**config.mk**
```make
export PLATFORM = sky130hd
export DESIGN_NAME = lpc_lane_power
export DESIGN_NICKNAME = d
export VERILOG_FILES = /design/src/verilog/lpc_pkg.sv /design/src/verilog/lpc_lane_power.sv
export SDC_FILE = /design/constraint.sdc
export NUM_CORES = 1
export LEC_CHECK = 0
export BUFFER_PORTS_ARGS = -buffer_cell sky130_fd_sc_hd__buf_2
export CAP_MARGIN = 15
export CORE_MARGIN = 2
export CORE_UTILIZATION = 40
export CTS_CLUSTER_SIZE = 30
export DETAILED_ROUTE_END_ITERATION = 10
export PLACE_DENSITY = 0.83
export SLEW_MARGIN = 25
export SYNTH_ARGS = -nofsm -noshare
export SYNTH_HDL_FRONTEND = slang
export SYNTH_SLANG_ARGS = --single-unit
```
**constraint.sdc**
```tcl
create_clock -name clk_sys_in -period 1.1 [get_ports clk_sys_in]
set_input_delay 0.11 -clock clk_sys_in [delete_from_list [all_inputs] [get_ports clk_sys_in]]
set_output_delay 0.11 -clock clk_sys_in [all_outputs]
set_load 0.01 [all_outputs]
```
**src/verilog/lpc_pkg.sv**
```systemverilog
// package for the lane power control block: field codes, pair states and fsm states
// assumes one display clock domain and synchronous active-low reset
package lpc_pkg;
	// activity field codes (2 bits)
	localparam logic [1:0] LPC_ACT_DOWN   = 2'h0;
	localparam logic [1:0] LPC_ACT_DATA0  = 2'h1;
	localparam logic [1:0] LPC_ACT_RSVD   = 2'h2;
	localparam logic [1:0] LPC_ACT_ACTIVE = 2'h3;
	// reserved-slot and idle-buffer selectors
	localparam logic       LPC_RSV_ZERO   = 1'h0;
	localparam logic       LPC_IDLE_ZERO  = 1'h0;
	// pair output states
	typedef enum logic [1:0] {
		LPC_PAIR_OFF     = 2'h0, // powered down (0V or common mode)
		LPC_PAIR_ZERO    = 2'h1, // powered, data forced to zero
		LPC_PAIR_ACTIVE  = 2'h3, // fully active
		LPC_PAIR_HIZ     = 2'h2  // tri-stated during sequenced power-down
	} lpc_pair_t;
	// pair indices
	localparam int LPC_NPAIR  = 10;
	localparam int LPC_A0     = 0;
	localparam int LPC_A1     = 1;
	localparam int LPC_A2     = 2;
	localparam int LPC_FIRST_CLOCK_PAIR   = 3;
	localparam int LPC_A3     = 4;
	localparam int LPC_B0     = 5;
	localparam int LPC_B1     = 6;
	localparam int LPC_B2     = 7;
	localparam int LPC_B3     = 8;
	localparam int LPC_SECOND_CLOCK_PAIR   = 9;
	// sequencer view: gray order off -> on
	typedef enum logic [1:0] {
		LPC_ST_OFF = 2'h0,
		LPC_ST_ON  = 2'h1
	} lpc_state_t;
	localparam logic [1:0] LPC_RST_FIELD = 2'h0;
endpackage

```
**src/verilog/lpc_lane_power.sv**
```systemverilog
// lane power control: per pair activity of an lvds transmitter and reserved-slot fill
// assumes config ports static-ish, sequencer power state and pixel bits synchronous to clk_sys_in
`timescale 1ns/1ps
module lpc_lane_power (
	// clock and reset
	input  wire logic                clk_sys_in,
	input  wire logic                rst_n_in,
	// configuration fields
	input  wire logic [1:0]          first_channel_activity_in,
	input  wire logic [1:0]          eighth_bit_pair_activity_in,
	input  wire logic [1:0]          second_clock_activity_in,
	input  wire logic [1:0]          second_channel_activity_in,
	input  wire logic                idle_tristate_sel_in,
	input  wire logic                reserved_dup_sel_in,
	// power sequencer: high while panel powered on
	input  wire logic                panel_power_on_in,
	// reserved-slot source bit per channel
	input  wire logic [1:0]          dup_data_bit_in,
	// outputs
	output lpc_pkg::lpc_pair_t       pair_state_out [lpc_pkg::LPC_NPAIR],
	output logic [1:0]               reserved_slot_out,
	output logic                     eight_bit_mode_out,
	output logic                     two_channel_mode_out
);
	import lpc_pkg::*;

	typedef struct packed {
		lpc_state_t            st;
		lpc_pair_t [LPC_NPAIR-1:0] pair;
		logic [1:0]            rsv;
		logic                  eight;
		logic                  two;
	} lpc_regs_t;

	lpc_regs_t state_reg;
	lpc_regs_t state_next;

	// combine two caps: the lower level wins
	function automatic logic [1:0] lpc_min(input logic [1:0] a, input logic [1:0] b);
		lpc_min = (a < b) ? a : b;
	endfunction

	function automatic lpc_pair_t lpc_level(input logic [1:0] lvl);
		case (lvl)
			LPC_ACT_ACTIVE: lpc_level = LPC_PAIR_ACTIVE;
			LPC_ACT_DATA0:  lpc_level = LPC_PAIR_ZERO;
			LPC_ACT_RSVD:   lpc_level = LPC_PAIR_OFF;
			default:        lpc_level = LPC_PAIR_OFF;
		endcase
	endfunction

	logic [1:0] lvl_a;
	logic [1:0] lvl_b;
	logic [1:0] lvl_a3;
	logic [1:0] lvl_b3;
	logic [1:0] lvl_second_clock_pair;
	logic [1:0] cap [LPC_NPAIR];
	lpc_pair_t  idle_lvl;

	always_comb begin
		lvl_a    = first_channel_activity_in;
		lvl_b    = second_channel_activity_in;
		lvl_a3   = lpc_min(eighth_bit_pair_activity_in, lvl_a);
		lvl_b3   = lpc_min(eighth_bit_pair_activity_in, lvl_b);
		// second clock follows its own field only in two-channel mode
		lvl_second_clock_pair = (lvl_b == LPC_ACT_ACTIVE) ? lpc_min(second_clock_activity_in, lvl_b) : lvl_b;
		cap[LPC_A0]   = lvl_a;
		cap[LPC_A1]   = lvl_a;
		cap[LPC_A2]   = lvl_a;
		// clock stays running at data-zero level
		cap[LPC_FIRST_CLOCK_PAIR] = (lvl_a == LPC_ACT_DATA0) ? LPC_ACT_ACTIVE : lvl_a;
		cap[LPC_A3]   = lvl_a3;
		cap[LPC_B0]   = lvl_b;
		cap[LPC_B1]   = lvl_b;
		cap[LPC_B2]   = lvl_b;
		cap[LPC_B3]   = lvl_b3;
		cap[LPC_SECOND_CLOCK_PAIR] = lvl_second_clock_pair;
		// idle style, only used while the sequencer holds the panel off
		idle_lvl = (idle_tristate_sel_in == LPC_IDLE_ZERO) ? LPC_PAIR_OFF : LPC_PAIR_HIZ;
	end

	always_comb begin
		state_next = state_reg;
		state_next.st = panel_power_on_in ? LPC_ST_ON : LPC_ST_OFF;
		for (int i = 0; i < LPC_NPAIR; i++) begin
			case (state_next.st)
				LPC_ST_ON: state_next.pair[i] = lpc_level(cap[i]);
				LPC_ST_OFF: begin
					// idle style applies only to sequencer power-down
					state_next.pair[i] = idle_lvl;
				end
				default: state_next.pair[i] = LPC_PAIR_OFF;
			endcase
		end
		for (int c = 0; c < 2; c++) begin
			state_next.rsv[c] = (reserved_dup_sel_in == LPC_RSV_ZERO) ? 1'h0 : dup_data_bit_in[c];
		end
		state_next.eight = (eighth_bit_pair_activity_in != LPC_ACT_DOWN);
		state_next.two   = (lvl_b == LPC_ACT_ACTIVE);
		if (!rst_n_in) begin
			state_next.st    = LPC_ST_OFF;
			for (int i = 0; i < LPC_NPAIR; i++) begin
				state_next.pair[i] = LPC_PAIR_OFF;
			end
			state_next.rsv   = '0;
			state_next.eight = 1'h0;
			state_next.two   = 1'h0;
		end
	end

	always_ff @(posedge clk_sys_in) begin
		state_reg <= state_next;
	end

	generate
		for (genvar g = 0; g < LPC_NPAIR; g++) begin : g_out
			assign pair_state_out[g] = state_reg.pair[g];
		end
	endgenerate
	assign reserved_slot_out    = state_reg.rsv;
	assign eight_bit_mode_out   = state_reg.eight;
	assign two_channel_mode_out = state_reg.two;

	// per pair view of the registered outputs, for the checks that span all pairs
	logic [LPC_NPAIR-1:0] pair_is_off;
	logic [LPC_NPAIR-1:0] pair_is_hiz;
	logic [LPC_NPAIR-1:0] pair_is_up;

	generate
		for (genvar g = 0; g < LPC_NPAIR; g++) begin : g_view
			assign pair_is_off[g] = (pair_state_out[g] == LPC_PAIR_OFF);
			assign pair_is_hiz[g] = (pair_state_out[g] == LPC_PAIR_HIZ);
			assign pair_is_up[g]  = (pair_state_out[g] == LPC_PAIR_ZERO) || (pair_state_out[g] == LPC_PAIR_ACTIVE);
		end
	endgenerate
endmodule

```
==> impl_metrics.csv, run 1 <==
group,metric,value,unit
setup_path,worstSetupPathType,"flip-flop to output pin",
routing,ant_nets,0,
pwr,p_leak,0.473,nW
clock_tree,cts-root-buf,"clkbuf_4",
die,initial_utilization,0.426,
run,cap_violations,0,
setup_path,crit_family,"flip-flops",
timing,fin_ws,233,ps
clock_tree,h-tree-depth,1,
routing,vias,545,
timing,fmax,1150,MHz
setup_path,crit_buf_inv,1,
clock_tree,cts-buffers-inserted,3,
clock_tree,path_clk_slew,80,ps
grt,grt_antenna_before_repair,0,
pwr,vdd_ir_drop_max,0.558,mV
grt,grt_pass1_vias,460,
synth,yosysWarnings,0,
finish,drive_gt1_frac,0.538,
place,numPortBuffers,38,
routing,routed_wl,1210,µm
timing,setup_violations,0,
synth,yosys-top-cells-area,"dfxtp_1, ha_1, buf_4",
die,core_area,1510,µm²
routing,drt-pass1-iter-count,5,
timing,relSlewSlack,0.834,
clock_tree,clock-sinks,16,
finish,instances_no_fill,109,
synth,netlist_area,642,µm²
grt,grtUsageMet3,0.0286,
synth,ys_seq_area_frac,0.499,
grt,grt_start_max_net_pins,15,
setup_path,cp-end-kind,"output pin",
grt,busiest_layer,"met2",
timing,timing.final.hold_violations,0,
synth,synth_top_area_frac,0.499,
setup_path,cp.arrival,760,ps
grt,use_met2,0.241,
setup_path,slowest_delay,340,ps
pwr,power-per-cell-area,1290,nW/µm²
clock_tree,cts-resized-gates,0,
routing,first_iter_violations,3,
finish,antenna_cells,0,
die,die_area,1940,µm²
clock_tree,cts_tree,"built",
place,post-place-ws,-19.9,ps
synth,synth_top_cell_by_area,"dfxtp_1",
timing,worstMarginPinSlew,247,ps
place,dpl.cell_count,106,
grt,grt_pass1_wl,1970,µm
hold_path,hold_path_class,"input port to flip-flop",
routing,detail_route.wl_per_cell,11.1,µm
timing,rsz0062_at_grt,"no",
die,chipHeight,44.1,µm
place,dp_hpwl,942,µm
finish,area_growth,29.8,%
setup_path,crit_fanout,3,
setup_path,crit_chain,"buf_2",
die,num_rows,14,
timing,post-route-min-period,867,ps
routing,via_per_inst,5.00,
finish,layout.nets,116,
outcome,outcome,"finished clean",
die,io_pins,39,
grt,grt_usage,0.145,
setup_path,critPathLaunchType,"flip-flop",
setup_path,cp.required,990,ps
clock_tree,clockBufferDepth,2,
synth,ys_types,18,
routing,drcViolationCount,0,
synth,yosys_register_bits,16,
clock_tree,postCtsHoldBufs,0,
grt,globalRouteOverflowTotal,0,
grt,met1_usage,0.148,
timing,drv_slew,0,
synth,postSynthCellCount,58,
timing,fin_crit_sh,0.788,
synth,synth_fp_nets,79,
die,die_w,44.1,µm
place,place.gp.congestion,0.649,
setup_path,crit_path_top_delay_cell,"dfxtp_1",
clock_tree,post_cts.repair.setup_buffers,0,
synth,avgSynthCellArea,11.1,µm²
-- synthesized netlist by cell type (all sizes together) --
cell,n
or3b,1
a22o,2
a21oi,2
a31oi,2
o21a,1
nor2,2
dfxtp,16
ha,6
buf,8
clkbuf,1
inv,2
nor3b,1
and2,2
and3,6
o221a,2
nor2b,4
-- worst paths after layout --
path,startpoint,end,slack [ps],cells past startpoint
hold / removal,reserved_dup_sel_in,reserved_slot_out[0],60,2
setup / recovery,pair_state_out[14],pair_state_out[18],230,1
-- cells by family (layout without fill, tap and decap cells) --
kind of cell | Yosys count | count (layout) | share of synthesized area
AO/OA/AOI/OAI | 9 | 9 | 0.109
adder cells (fa/ha/maj) | 6 | 6 | 0.117
buffers and inverters | 11 | 46 | 0.111
flip-flops | 16 | 16 | 0.499
AND/OR/NAND/NOR | 16 | 16 | 0.164
-- cell usage in the layout, fill, tap and decap left out, drive strengths merged --
| cell type | instances |
|---|---|
| ha | 6 |
| and2 | 2 |
| nor2b | 4 |
| a21oi | 2 |
| a22o | 2 |
| o221a | 2 |
| buf | 41 |
| nor3b | 1 |
| or3b | 1 |
| dfxtp | 16 |
| clkbuf | 3 |
| inv | 2 |
| and3 | 6 |
| o21a | 1 |
| a31oi | 2 |
| nor2 | 2 |
-- where the power goes --
group | switching [mW] | leakage (nW) | internal, mW
clock | 0.166 | 0.0138 | 0.127
sequential | 0.00788 | 0.132 | 0.607
combinational | 0.0859 | 0.327 | 0.0842
total | 0.260 | 0.473 | 0.818
-- layer usage --
layer | up-vias | wire length, µm
met3 | 5 | 97
met4 | 0 | 61
met5 | - | 0
li1 | 263 | -
met2 | 28 | 588
met1 | 249 | 458
-- final cells by class --
cell class	count	area, µm²
Timing Repair Buffer	41	213
Inverter	2	7.51
Tap cell	16	20.0
Fill cell	133	673
Clock buffer	3	22.5
Multi-Input combinational cell	31	250
Sequential cell	16	320
-- registers in the layout (all words and copies together), names as in the netlist --
| signal | flops |
|---|---|
| eight_bit_mode_out | 1 |
| two_channel_mode_out | 1 |
| reserved_slot_out | 2 |
| pair_state_out | 12 |
-- metrics by stage --
step / hold slack, ps / utilization / TNS (ps) / instance area, µm² / power [mW]
2_1_floorplan: 220 / - / 0 / 642 / 0.724
3_3_place_gp: 341 / 0.538 / -4.65 / 811 / 0.795
6_report: 58.0 / 0.553 / 0 / 833 / 1.08
3_5_place_dp: 352 / 0.538 / -19.9 / 811 / 0.800
4_1_cts: 53.8 / 0.553 / 0 / 833 / 1.09
5_1_grt: 66.1 / 0.553 / 0 / 833 / 1.13
(Power assumes the default switching activity.)
==> run 2: changes to the inputs <==
==> constraint.sdc (replaced) <==
create_clock -name clk_sys_in -period 0.87 [get_ports clk_sys_in]
set_input_delay 0.087 -clock clk_sys_in [delete_from_list [all_inputs] [get_ports clk_sys_in]]
set_output_delay 0.087 -clock clk_sys_in [all_outputs]
set_load 0.01 [all_outputs]
==> run 2 against run 1 <==
Against the previous run:
- sequential power up 27%
- largest cell class unchanged
- hold slack got worse by 29 ps
- die area unchanged
- non-clock buffer count grew 3
- combinational power up 48%
- setup slack worse by 210 ps
- largest power group unchanged
- wire length rose by 6.5%
- total power up 41%
- highest routed layer unchanged
==> impl_metrics.csv, run 2 (synthesis gave the netlist of run 1 again) <==
group,metric,value,unit
routing,via_per_inst,4.84,
run,cap_violations,0,
setup_path,crit_path_top_delay_cell,"or3b_1",
timing,setup_violations,0,
setup_path,critPathLaunchType,"input port",
hold_path,hold_path_end,"reserved_slot_out[0]",
timing,post-route-min-period,846,ps
timing,worstMarginPinSlew,269,ps
pwr,vdd_ir_drop_max,0.678,mV
pwr,power-per-cell-area,1650,nW/µm²
die,io_pins,39,
timing,whs,28.9,ps
routing,highest-signal-layer,"met4",
setup_path,slowest_delay,400,ps
place,place.gp.congestion,0.750,
finish,final_cell_mix,"buf_2, dfxtp_1, buf_4",
routing,drt-pass1-iter-count,4,
timing,fmax,1180,MHz
routing,routed-wl-met3,96,µm
setup_path,crit_fanout,2,
grt,grt_usage,0.135,
timing,drv_slew,0,
grt,grt_pass1_vias,458,
clock_tree,cts_tree,"built",
timing,fin_crit_sh,0.972,
finish,instances_no_fill,113,
die,chipHeight,44.1,µm
hold_path,hold_start,"reserved_dup_sel_in",
finish,final_common_cell,"buf_2",
finish,area_growth,44.2,%
clock_tree,cts-buffers-inserted,3,
setup_path,cp.required,1050,ps
routing,drcViolationCount,0,
grt,globalRouteOverflowTotal,0,
setup_path,worstSetupPathType,"input port to flip-flop",
die,die_area,1940,µm²
clock_tree,clockBufferDepth,2,
hold_path,hold_path_class,"input port to flip-flop",
hold_path,min_path_cells,2,
die,core_area,1510,µm²
finish,largest_reg_flops,12,
timing,relSlewSlack,0.820,
routing,ant_nets,0,
routing,first_iter_violations,4,
timing,fin_ws,24.1,ps
place,dpl.cell_count,109,
pwr,p_leak,0.500,nW
clock_tree,clock-sinks,16,
die,num_rows,14,
timing,timing.final.hold_violations,0,
setup_path,crit_chain,"clkbuf_4, inv_12, ha_4, or3b_1, a21oi_2, nor3b_1",
grt,grt_start_max_net_pins,10,
finish,nFillCells,133,
routing,detail_route.wl_per_cell,11.4,µm
place,dp_hpwl,984,µm
clock_tree,path_clk_slew,100,ps
grt,grt_pass1_wl,1870,µm
routing,wl_met2,667,µm
place,post-place-ws,-269,ps
routing,routed_wl,1280,µm
clock_tree,post_cts.repair.setup_buffers,0,
finish,layout.nets,119,
die,initial_utilization,0.426,
die,die_w,44.1,µm
setup_path,cp-end-kind,"flip-flop",
place,numPortBuffers,38,
clock_tree,cts-root-buf,"clkbuf_4",
timing,tns,0,ps
outcome,outcome,"finished clean",
routing,wl_met1,492,µm
setup_path,cp.arrival,1020,ps
finish,drive_gt1_frac,0.649,
routing,vias,547,
grt,grt_antenna_before_repair,0,
clock_tree,h-tree-depth,1,
finish,antenna_cells,0,
## run 2: layout make-up
type	count	area (µm²)	area share
flip-flops and latches	16	325	0.351
multi-input cells	31	279	0.301
inverters	2	27.5	0.0297
well taps	16	20.0	0.0216
clock buffers	4	36.3	0.0392
repair buffers	44	238	0.257
## run 2: what timing repair did
item                                    4_1_cts  5_1_grt
resized for setup                             0        6
hold buffers                                  0        0
endpoints found under the setup margin        0       13
## run 2: per-stage QoR
step                      total power, mW   util  area [µm²]
after floorplan                     0.926      -         687
after global placement               1.03  0.583         878
after detailed placement             1.04  0.583         878
after global routing                 1.58  0.615         926
final                                1.53  0.615         926
after CTS                            1.53  0.607         915
## run 2: where the power goes
group | switching (mW) | internal (mW)
Combinational | 0.126 | 0.124
Sequential | 0.0108 | 0.769
Clock | 0.240 | 0.255
## run 2: how the worst max path moves through the flow
stage / startpoint / endpoint / slack [ps] / cells after the start
5_1_grt: second_channel_activity_in[1] / pair_state_out[1] / -20 / 6
3_3_place_gp: second_channel_activity_in[1] / pair_state_out[1] / -240 / 6
6_report: second_channel_activity_in[1] / pair_state_out[1] / 20 / 6
4_1_cts: pair_state_out[14] / pair_state_out[16] / 7 / 1
3_5_place_dp: second_channel_activity_in[1] / pair_state_out[1] / -270 / 6
2_1_floorplan: second_channel_activity_in[1] / pair_state_out[1] / -30 / 5
## run 2: metal layers
metal	GRT usage	vias to the layer above
met4	0.121	0
li1	-	271
met3	0.0163	4
met2	0.229	26
met1	0.147	246
met5	0	-
## run 2: worst max-delay path, delay by kind of cell
family | cells | cell delay (ps)
AO/OA/AOI/OAI | 1 | 140
AND/OR/NAND/NOR | 2 | 460
adder cells (fa/ha/maj) | 1 | 140
buffers and inverters | 2 | 190
